## src/shared/sbd_pkg.sv

```systemverilog
// Shared constants, types and sector decoding for the sensorless drive control
package sbd_pkg;
   // Clock rates and enable dividers
   localparam int CLK_HZ = 100_000_000;
   localparam int BUS_HZ = 25_000_000;
   localparam int ADC_HZ = 6_250_000;
   localparam logic [1:0] BUS_DIV_LAST = 2'(CLK_HZ / BUS_HZ - 1);
   localparam logic [3:0] ADC_DIV_LAST = 4'(CLK_HZ / ADC_HZ - 1);
   // PWM period: 1250 bus ticks, 50 us
   localparam logic [15:0] PWM_MODULUS = 16'h04E2;
   localparam logic [15:0] PWM_LAST = PWM_MODULUS - 16'h0001;
   localparam logic [15:0] DUTY_RESET = 16'h0000;
   localparam logic [15:0] TRIG_RESET = 16'h0000;
   // Loop timebase, 1 ms
   localparam int TICK_MS = 1;
   localparam int TICK_1MS_CYC = CLK_HZ / 1000 * TICK_MS;
   // Predriver serial commands and dead-time calibration (600)
   localparam logic [7:0] DT_CMD = 8'h81;
   localparam logic [7:0] DT_CMD_MASK = 8'hE1;
   localparam logic [7:0] STATUS_CMD = 8'h20;
   localparam logic [15:0] DT_CAL_RESET = 16'h0258;
   localparam logic [3:0] SPI_HALF_LAST = 4'h7;
   localparam logic [4:0] SPI_LAST_BIT = 5'h17;
   // Speed setpoint in rpm: 800 min, 1600 max, 200 step
   localparam logic [10:0] SPEED_MIN = 11'h320;
   localparam logic [10:0] SPEED_MAX = 11'h640;
   localparam logic [10:0] SPEED_STEP = 11'h0C8;
   // Bus current zero point: 2.5 V of a 5 V left-justified scale
   localparam logic [15:0] ADC_OFFSET = 16'h8000;
   localparam logic [2:0] SECTOR_LAST = 3'h5;

   typedef enum logic [2:0] {
      ST_STOP = 3'b001,
      ST_RUN = 3'b010,
      ST_FAULT = 3'b100
   } sbd_state_e;

   // One conversion set, each value 10-bit left-justified
   typedef struct packed {
      logic [15:0] phase;
      logic [15:0] bus_v;
      logic [15:0] bus_i;
   } sbd_adc_s;

   typedef struct packed {
      logic [2:0] hs;
      logic [2:0] ls;
   } sbd_gate_s;

   // One-hot phases per sector: high-side, low-side, floating
   typedef struct packed {
      logic [2:0] hi;
      logic [2:0] lo;
      logic [2:0] flt;
   } sbd_sector_s;

   function automatic sbd_sector_s sector_map(input logic [2:0] s);
      sbd_sector_s m;
      case (s)
         3'h0: m = '{hi: 3'b001, lo: 3'b010, flt: 3'b100};
         3'h1: m = '{hi: 3'b001, lo: 3'b100, flt: 3'b010};
         3'h2: m = '{hi: 3'b010, lo: 3'b100, flt: 3'b001};
         3'h3: m = '{hi: 3'b010, lo: 3'b001, flt: 3'b100};
         3'h4: m = '{hi: 3'b100, lo: 3'b001, flt: 3'b010};
         3'h5: m = '{hi: 3'b100, lo: 3'b010, flt: 3'b001};
         default: m = '{hi: 3'b000, lo: 3'b000, flt: 3'b000};
      endcase
      return m;
   endfunction
endpackage

```

## src/sbd_drive.sv

```systemverilog
// Sensorless three-phase drive control: PWM, sampling, commutation, faults, knob
// Behaviour
// - PWM counter is two chained 8-bit halves forming one 16-bit count.
// - Period modulus 1250 bus ticks at 25 MHz gives 50 us.
// - Chained 16-bit compare sets delay from period start to sample trigger.
// - Converter: single conversion, external trigger, 10-bit, 6.25 MHz, left-justified.
// - Sampled input is the floating phase of the current sector.
// - Each sample: read phase and bus, check overvoltage, test zero crossing.
// - One sample trigger per PWM period, every 50 us.
// - Timer 1 schedules commutation; timer 2 gives a 1 ms loop tick.
// - Dead-time command byte matches 100x xxx1 on the serial link.
// - Dead-time calibration value resets to 600.
// - Six direct gate outputs plus a separate serial setup port.
// - Serial link configures predriver first and reads back its status.
// - External fault input raises a fault event.
// - Any fault forces all six gate outputs off.
// - Fault state holds until the fault clears, then goes to stop.
// - Each knob press toggles between run and stop while cfg_done is set and no fault is present.
// - Clockwise raises, anticlockwise lowers speed by 200 rpm.
// - Speed starts at 800 rpm, never below 800 nor above 1600.
// - Bus current taken signed about 2.5 V, fed to loop and overcurrent check.
// - High-side gates come from the one shared PWM and the sector; low-side gates from the sector level alone.
`timescale 1ns/1ps
module sbd_drive import sbd_pkg::*; #(
   parameter int TICK_CYCLES = TICK_1MS_CYC
) (
   // Clock and reset
   input wire logic clk,
   input wire logic rst,
   // Knob pins
   input wire logic knob_press,
   input wire logic knob_cw,
   input wire logic knob_ccw,
   // Protection
   input wire logic fault_latch_out,
   input wire logic fault_clear,
   input wire logic [15:0] ov_limit,
   input wire logic [15:0] oc_limit,
   // Loop settings
   input wire logic [15:0] duty_in,
   input wire logic [15:0] trig_delay_in,
   input wire logic [15:0] comm_delay_in,
   // Predriver setup
   input wire logic [15:0] dt_cal_in,
   input wire logic dt_cal_load,
   input wire logic status_req,
   // Converter
   output logic adc_clk_en,
   output logic adc_start,
   output logic [2:0] adc_float_sel,
   input wire logic adc_done,
   input wire sbd_adc_s adc_res,
   // Gate drive
   output sbd_gate_s gate,
   // Serial pins
   output logic spi_sclk,
   output logic spi_mosi,
   output logic spi_cs_n,
   input wire logic spi_miso,
   // Status
   output logic [10:0] speed_setpoint,
   output logic motor_running,
   output logic fault_irq,
   output logic loop_tick,
   output logic [15:0] bus_current_signed,
   output logic [7:0] predrv_status,
   output logic cfg_done
);
   localparam int TICK_W = $clog2(TICK_CYCLES);
   localparam logic [TICK_W-1:0] TICK_LAST = TICK_W'(TICK_CYCLES - 1);

   sbd_state_e state_q;
   sbd_sector_s smap;
   logic [1:0] bdiv_q;
   logic [3:0] adiv_q;
   logic bus_tick;
   logic [7:0] cnt_lo_q;
   logic [7:0] cnt_hi_q;
   logic [15:0] pwm_cnt;
   logic period_end;
   logic [15:0] duty_q;
   logic [15:0] trig_q;
   logic pwm_level;
   logic [2:0] sector_q;
   logic armed_q;
   logic [15:0] comm_q;
   logic prev_valid_q;
   logic prev_above_q;
   logic above;
   logic zc;
   logic commutate;
   logic signed [15:0] cur_s;
   logic [15:0] cur_abs;
   logic sw_set;
   logic sw_fault_q;
   logic [1:0] flt_sync_q;
   logic flt_d_q;
   logic any_fault;
   logic [2:0] k1_q;
   logic [2:0] k2_q;
   logic [2:0] k3_q;
   logic [2:0] krise;
   logic [TICK_W-1:0] tick_q;
   logic [15:0] dt_cal_q;
   logic dt_pend_q;
   logic st_pend_q;
   logic st_frame_q;
   logic spi_ready;
   logic spi_done;
   logic spi_start;
   logic [7:0] spi_rx;
   logic [23:0] spi_tx;

   // Enable dividers: 25 MHz bus tick and 6.25 MHz converter clock
   always_ff @(posedge clk or posedge rst) begin
      if (rst) begin
         bdiv_q <= 2'h0;
         adiv_q <= 4'h0;
         adc_clk_en <= 1'b0;
      end else begin
         bdiv_q <= bus_tick ? 2'h0 : bdiv_q + 2'h1;
         adiv_q <= (adiv_q == ADC_DIV_LAST) ? 4'h0 : adiv_q + 4'h1;
         adc_clk_en <= (adiv_q == ADC_DIV_LAST);
      end
   end
   assign bus_tick = (bdiv_q == BUS_DIV_LAST);

   // Chained 8-bit halves; high half steps on low-half carry
   assign pwm_cnt = {cnt_hi_q, cnt_lo_q};
   assign period_end = bus_tick && (pwm_cnt == PWM_LAST);
   always_ff @(posedge clk or posedge rst) begin
      if (rst) begin
         cnt_lo_q <= 8'h00;
         cnt_hi_q <= 8'h00;
      end else if (period_end) begin
         cnt_lo_q <= 8'h00;
         cnt_hi_q <= 8'h00;
      end else if (bus_tick) begin
         cnt_lo_q <= cnt_lo_q + 8'h01;
         if (cnt_lo_q == 8'hFF) begin
            cnt_hi_q <= cnt_hi_q + 8'h01;
         end
      end
   end

   // Shadowed duty and trigger delay; loaded at the wrap so a period never mixes values
   always_ff @(posedge clk or posedge rst) begin
      if (rst) begin
         duty_q <= DUTY_RESET;
         trig_q <= TRIG_RESET;
      end else if (period_end) begin
         duty_q <= duty_in;
         trig_q <= trig_delay_in;
      end
   end
   assign pwm_level = (pwm_cnt < duty_q);

   // One trigger per period at the delay compare match
   always_ff @(posedge clk or posedge rst) begin
      if (rst) begin
         adc_start <= 1'b0;
      end else begin
         adc_start <= bus_tick && (pwm_cnt == trig_q);
      end
   end

   // Sample evaluation: floating-phase zero crossing and bus checks
   assign above = adc_res.phase > {1'b0, adc_res.bus_v[15:1]};
   assign zc = adc_done && (state_q == ST_RUN) && prev_valid_q && (above != prev_above_q);
   assign cur_s = signed'(adc_res.bus_i - ADC_OFFSET);
   assign cur_abs = cur_s[15] ? 16'(-cur_s) : 16'(cur_s);
   assign sw_set = adc_done && ((adc_res.bus_v > ov_limit) || (cur_abs > oc_limit));
   always_ff @(posedge clk or posedge rst) begin
      if (rst) begin
         prev_valid_q <= 1'b0;
         prev_above_q <= 1'b0;
         bus_current_signed <= 16'h0000;
      end else begin
         if (commutate || state_q != ST_RUN) begin
            prev_valid_q <= 1'b0;
         end else if (adc_done) begin
            prev_valid_q <= 1'b1;
            prev_above_q <= above;
         end
         if (adc_done) begin
            bus_current_signed <= cur_s;
         end
      end
   end

   // Timer 1: zero crossing arms the delay, expiry commutates
   assign commutate = armed_q && bus_tick && (comm_q == 16'h0000);
   always_ff @(posedge clk or posedge rst) begin
      if (rst) begin
         armed_q <= 1'b0;
         comm_q <= 16'h0000;
         sector_q <= 3'h0;
      end else if (state_q != ST_RUN) begin
         armed_q <= 1'b0;
      end else if (commutate) begin
         armed_q <= 1'b0;
         sector_q <= (sector_q == SECTOR_LAST) ? 3'h0 : sector_q + 3'h1;
      end else if (zc && !armed_q) begin
         armed_q <= 1'b1;
         comm_q <= comm_delay_in;
      end else if (armed_q && bus_tick) begin
         comm_q <= comm_q - 16'h0001;
      end
   end

   // Timer 2: 1 ms loop tick
   always_ff @(posedge clk or posedge rst) begin
      if (rst) begin
         tick_q <= '0;
         loop_tick <= 1'b0;
      end else begin
         tick_q <= (tick_q == TICK_LAST) ? '0 : tick_q + TICK_W'(1);
         loop_tick <= (tick_q == TICK_LAST);
      end
   end

   // Fault pin and knob pins cross in on two flops, third flop for edges
   always_ff @(posedge clk or posedge rst) begin
      if (rst) begin
         flt_sync_q <= 2'b00;
         flt_d_q <= 1'b0;
         k1_q <= 3'b000;
         k2_q <= 3'b000;
         k3_q <= 3'b000;
      end else begin
         flt_sync_q <= {flt_sync_q[0], fault_latch_out};
         flt_d_q <= flt_sync_q[1];
         k1_q <= {knob_press, knob_cw, knob_ccw};
         k2_q <= k1_q;
         k3_q <= k2_q;
      end
   end
   assign krise = k2_q & ~k3_q;

   // Sticky software fault; a new detection beats a same-cycle clear
   always_ff @(posedge clk or posedge rst) begin
      if (rst) begin
         sw_fault_q <= 1'b0;
         fault_irq <= 1'b0;
      end else begin
         if (sw_set) begin
            sw_fault_q <= 1'b1;
         end else if (fault_clear) begin
            sw_fault_q <= 1'b0;
         end
         fault_irq <= flt_sync_q[1] && !flt_d_q;
      end
   end
   assign any_fault = flt_sync_q[1] | sw_fault_q;

   // Drive state: run and stop by knob, fault overrides
   always_ff @(posedge clk or posedge rst) begin
      if (rst) begin
         state_q <= ST_STOP;
      end else begin
         case (state_q)
            ST_STOP: begin
               if (any_fault) state_q <= ST_FAULT;
               else if (krise[2] && cfg_done) state_q <= ST_RUN;
            end
            ST_RUN: begin
               if (any_fault) state_q <= ST_FAULT;
               else if (krise[2]) state_q <= ST_STOP;
            end
            ST_FAULT: begin
               if (!any_fault) state_q <= ST_STOP;
            end
            default: state_q <= ST_STOP;
         endcase
      end
   end
   assign motor_running = (state_q == ST_RUN);

   // Speed setpoint, clamped to its range
   always_ff @(posedge clk or posedge rst) begin
      if (rst) begin
         speed_setpoint <= SPEED_MIN;
      end else if (krise[1] && !krise[0] && speed_setpoint < SPEED_MAX) begin
         speed_setpoint <= speed_setpoint + SPEED_STEP;
      end else if (krise[0] && !krise[1] && speed_setpoint > SPEED_MIN) begin
         speed_setpoint <= speed_setpoint - SPEED_STEP;
      end
   end

   // Gate and sample select from the sector; gates all off outside run or on fault, sample select always follows the sector
   assign smap = sector_map(sector_q);
   always_ff @(posedge clk or posedge rst) begin
      if (rst) begin
         gate <= '0;
         adc_float_sel <= 3'b000;
      end else begin
         adc_float_sel <= smap.flt;
         if (any_fault || state_q != ST_RUN) begin
            gate <= '0;
         end else begin
            gate.hs <= smap.hi & {3{pwm_level}};
            gate.ls <= smap.lo;
         end
      end
   end

   // Predriver setup: dead time sent after reset and on reload, status on request
   assign spi_start = spi_ready && (dt_pend_q || st_pend_q);
   assign spi_tx = dt_pend_q ? {DT_CMD, dt_cal_q} : {STATUS_CMD, 16'h0000};
   always_ff @(posedge clk or posedge rst) begin
      if (rst) begin
         dt_cal_q <= DT_CAL_RESET;
         dt_pend_q <= 1'b1;
         st_pend_q <= 1'b0;
         st_frame_q <= 1'b0;
         cfg_done <= 1'b0;
         predrv_status <= 8'h00;
      end else begin
         if (dt_cal_load) begin
            dt_cal_q <= dt_cal_in;
            dt_pend_q <= 1'b1;
         end else if (spi_start && dt_pend_q) begin
            dt_pend_q <= 1'b0;
         end
         if (status_req) begin
            st_pend_q <= 1'b1;
         end else if (spi_start && !dt_pend_q) begin
            st_pend_q <= 1'b0;
         end
         if (spi_start) begin
            st_frame_q <= !dt_pend_q;
         end
         if (spi_done && !st_frame_q) begin
            cfg_done <= 1'b1;
         end
         if (spi_done && st_frame_q) begin
            predrv_status <= spi_rx;
         end
      end
   end

   sbd_spi_xfer u_spi (
      .clk(clk),
      .rst(rst),
      .start(spi_start),
      .tx_data(spi_tx),
      .ready(spi_ready),
      .done(spi_done),
      .rx_byte(spi_rx),
      .spi_sclk(spi_sclk),
      .spi_mosi(spi_mosi),
      .spi_cs_n(spi_cs_n),
      .spi_miso(spi_miso)
   );
endmodule // sbd_drive

```

## src/sbd_spi_xfer.sv

```systemverilog
// Serial master for predriver setup and status, 24-bit frames, mode 0
`timescale 1ns/1ps
module sbd_spi_xfer import sbd_pkg::*; (
   // Clock and reset
   input wire logic clk,
   input wire logic rst,
   // Frame request
   input wire logic start,
   input wire logic [23:0] tx_data,
   output logic ready,
   output logic done,
   output logic [7:0] rx_byte,
   // Serial pins
   output logic spi_sclk,
   output logic spi_mosi,
   output logic spi_cs_n,
   input wire logic spi_miso
);
   logic run_q;
   logic sclk_q;
   logic done_q;
   logic [3:0] div_q;
   logic [4:0] bit_q;
   logic [23:0] sh_q;
   logic [7:0] rx_q;
   logic m1_q;
   logic m2_q;

   // Pin input crosses in on two flops
   always_ff @(posedge clk or posedge rst) begin
      if (rst) begin
         m1_q <= 1'b0;
         m2_q <= 1'b0;
      end else begin
         m1_q <= spi_miso;
         m2_q <= m1_q;
      end
   end

   // Shift engine; data changes on falling edge, sampled on rising edge
   always_ff @(posedge clk or posedge rst) begin
      if (rst) begin
         run_q <= 1'b0;
         sclk_q <= 1'b0;
         done_q <= 1'b0;
         div_q <= 4'h0;
         bit_q <= 5'h00;
         sh_q <= 24'h000000;
         rx_q <= 8'h00;
      end else begin
         done_q <= 1'b0;
         if (!run_q) begin
            if (start) begin
               run_q <= 1'b1;
               sh_q <= tx_data;
               bit_q <= 5'h00;
               div_q <= 4'h0;
            end
         end else if (div_q != SPI_HALF_LAST) begin
            div_q <= div_q + 4'h1;
         end else begin
            div_q <= 4'h0;
            sclk_q <= ~sclk_q;
            if (!sclk_q) begin
               rx_q <= {rx_q[6:0], m2_q};
            end else begin
               sh_q <= {sh_q[22:0], 1'b0};
               if (bit_q == SPI_LAST_BIT) begin
                  run_q <= 1'b0;
                  done_q <= 1'b1;
               end else begin
                  bit_q <= bit_q + 5'h01;
               end
            end
         end
      end
   end

   assign ready = ~run_q;
   assign done = done_q;
   assign rx_byte = rx_q;
   assign spi_sclk = sclk_q;
   assign spi_mosi = sh_q[23];
   assign spi_cs_n = ~run_q;
endmodule // sbd_spi_xfer

```

## config.mk

```make
export PLATFORM = sky130hd
export DESIGN_NAME = sbd_drive
export DESIGN_NICKNAME = d
export VERILOG_FILES = /design/src/shared/sbd_pkg.sv /design/src/sbd_drive.sv /design/src/sbd_spi_xfer.sv
export SDC_FILE = /design/constraint.sdc
export NUM_CORES = 1
export LEC_CHECK = 0
export BUFFER_PORTS_ARGS = -buffer_cell sky130_fd_sc_hd__buf_2
export CAP_MARGIN = 20
export CORE_ASPECT_RATIO = 1.25
export CORE_MARGIN = 2
export CORE_UTILIZATION = 36
export DETAILED_ROUTE_END_ITERATION = 8
export SETUP_SLACK_MARGIN = 0.4
export SYNTH_ARGS = -nofsm -noshare
export SYNTH_HDL_FRONTEND = slang
export SYNTH_HIERARCHICAL = 1
export SYNTH_SLANG_ARGS = --single-unit
```

## constraint.sdc

```tcl
create_clock -name clk -period 8.4 [get_ports clk]
set_input_delay 1.68 -clock clk [delete_from_list [all_inputs] [get_ports clk]]
set_output_delay 1.68 -clock clk [all_outputs]
set_load 0.1 [all_outputs]
```

==> flow_summary.json <==
{
  "setup.worst_path.end_class": "register",
  "synth_top_area_share_pct": 45.3,
  "tns_ns": 0,
  "worstSetupStartpoint": "adc_res[3]",
  "postCtsResizedCells": 0,
  "clock-root-buffer": "clkbuf_16",
  "worstPathMaxFanout": 5,
  "drt-met1-wl_um": 11200,
  "relSlewSlack_pct": 37.4,
  "cts_max_level": 1,
  "chipWidth_um": 165,
  "status": "complete, no violations",
  "area_growth_pct": 20.6,
  "grt_max_degree": 101,
  "setup_viol": 0,
  "vias": 8786,
  "rsz0062_at_grt": "no",
  "gp_congestion": 0.855,
  "drt_iter0_markers": 353,
  "track_usage_pct": 15.4,
  "drive_above_1_share_pct": 24.5,
  "async_reset_ff_share_pct": 100,
  "timing.final.max_slew_violations": 0,
  "synth_top_area_cell": "dfrtp_1",
  "p_total_w": 0.00299,
  "place_ws_ns": 3.60,
  "worst_slack_ns": 4.12,
  "hold_path.startpoint": "k1_q[1]",
  "wl_met2_um": 12900,
  "met3_wirelength_um": 1120,
  "avgSynthCellArea_um2": 10.1,
  "p_leak_nw": 7.12,
  "post-route-util_pct": 44.1,
  "ios": 208,
  "power_per_cell_area_nw_per_um2": 213,
  "synth_edf_count": 0,
  "grt-ovfl-total": 0,
  "synthCells": 1154,
  "hold_path_class": "register to register",
  "yosys-top-cells-area": "dfrtp_1, ha_1, nand2_1",
  "dp_hpwl_um": 19000,
  "rows": 73,
  "r2r_start": "speed_setpoint[6]",
  "cp.required_ns": 8.77,
  "top_layer": "met5",
  "drt-total-wl_um": 25900,
  "crit_chain": "buf_2 -> nor4_1 -> nand2b_1 -> nor4_1 -> a21oi_1 -> xor2_1 -> ha_1 -> a21o_1 -> a21o_1 -> a21oi_1 -> o21ai_0 -> o211ai_1 -> o311ai_0 -> o311ai_0 -> o221ai_1",
  "start_util_pct": 36.5,
  "detail-route-antenna-nets": 0,
  "post-route-drc-count": 0,
  "finalNetCount": 1593,
  "start_kind": "primary input",
  "cts.clk_slew.worst_paths_ns": 0.06,
  "antenna_found_initial": 3,
  "ir_worst_vdd_mv": 0.295,
  "cts_tree": "yes",
  "post_cts.repair.setup_buffers": 0,
  "viasPerCell": 4.91,
  "synth_ff_type": "dfrtp_1",
  "fin_skew_ns": 0.0244,
  "cts_buffer_depth": 3,
  "insertion_delay_ns": 0.54,
  "seq_area_frac_synth_pct": 47.4,
  "cts.sink_count": 220,
  "synth_area_um2": 11600,
  "ys_seq_elements": 220,
  "synth.most_common_cell": "dfrtp_1",
  "yosysWarnings": 6,
  "holdWs_ns": 0.347,
  "grt_pass1_vias": 8880,
  "die_h_um": 205,
  "max_stage_delay_ns": 0.53,
  "synth_commonest_cells": "dfrtp_1, nand2_1, inv_1, ha_1, nor2_1",
  "portBuffers": 204,
  "critPathKind": "primary input to register",
  "critPathSlowestCell": "nor4_1",
  "max_freq_mhz": 234,
  "cap_violations": 0,
  "coreArea_um2": 31900,
  "cts_buffers": 26,
  "post-route-min-period_ns": 4.28,
  "cts_hold_buf": 0,
  "drt_pass1_iterations": 4,
  "dieArea_um2": 33800,
  "wire_per_inst_um": 14.5,
  "fin_crit_sh_pct": 50.9,
  "grt_pass1_wl_um": 42600,
  "worst_pin_slew_ns": 0.939,
  "synth.distinct_cells": 68,
  "worst_ep_arrival_time_ns": 4.65,
  "finalHoldViolCount": 0
}
[per-layer routing]
metal / vias to the layer above / track usage (%)
met2: 148 / 27.9
met4: 2 / 4.60
met5: - / 0
li1: 4371 / -
met1: 4219 / 18.7
met3: 46 / 2.43
[stage by stage]
stage                     cell area, µm²  std cells
after CTS                          14000       1786
after floorplan                    11700       1161
after detailed placement           13000       1738
after global placement             13000       1738
final                              14000       1791
after global routing               14000       1791
[critical path, delay by kind of cell]
kind	cells	cell delay [ns]
AND/OR/NAND/NOR	3	1.06
adder cells (fa/ha/maj)	1	0.31
buffers and inverters	1	0.14
AO/OA/AOI/OAI	9	1.29
XOR/XNOR	1	0.18
[registers in the layout (all words and copies together) (netlist names), 16 cells and up]
register / flops
bus_current_signed: 16
comm_q: 16
u_spi/sh_q: 24
duty_q: 16
dt_cal_q: 16
tick_q: 17
trig_q: 16
[power breakdown]
group | switching [W] | leakage [nW] | internal (W)
clock network | 0.000468 | 0.456 | 0.000782
registers | 0.0000461 | 2.65 | 0.00112
logic | 0.000395 | 4.01 | 0.000183
[cell usage in the layout (no fill, tap or decap), types with 34 or more instances in the layout]
cell type    n
nand2_1    137
nor2_1      80
mux2_2      44
a21oi_1     47
o21ai_0     76
xor2_1      37
dfrtp_1    211
ha_1        80
xnor2_1     34
inv_1       82
buf_2      204
[final timing paths]
path                       cells past startpoint            endpoint  slack [ns]
setup / recovery                              15          sw_fault_q        4.12
hold / removal                                 0             k2_q[1]        0.35
setup reg to reg                              11  speed_setpoint[10]        5.62
hold reg to reg                                0             k2_q[1]        0.35
max in group asynchronous                      3         sector_q[0]        6.18
min in group asynchronous                      2    predrv_status[0]        1.05
[area by class of cell]
| type | instances | area (µm²) |
|---|---|---|
| clock buffer | 30 | 696 |
| tap | 412 | 515 |
| clock inverter | 18 | 274 |
| multi-input combinational | 815 | 5610 |
| timing repair buffer | 210 | 1110 |
| fill | 3069 | 17800 |
| inverter | 84 | 320 |
| antenna | 2 | 5.00 |
| sequential | 220 | 5520 |
[cell families (layout without fill, tap and decap cells)]
kind of cell | after synthesis | after routing | synth area share (%)
AND/OR/NAND/NOR | 383 | 383 | 16.1
buffers and inverters | 126 | 342 | 4.67
adder cells (fa/ha/maj) | 81 | 81 | 8.77
other | 1 | 10 | 0.0322
XOR/XNOR | 71 | 71 | 5.34
AO/OA/AOI/OAI | 190 | 190 | 9.85
multiplexers | 82 | 82 | 7.91
flip-flops | 220 | 220 | 47.4
No activity file was read; power rests on OpenSTA's default activity.
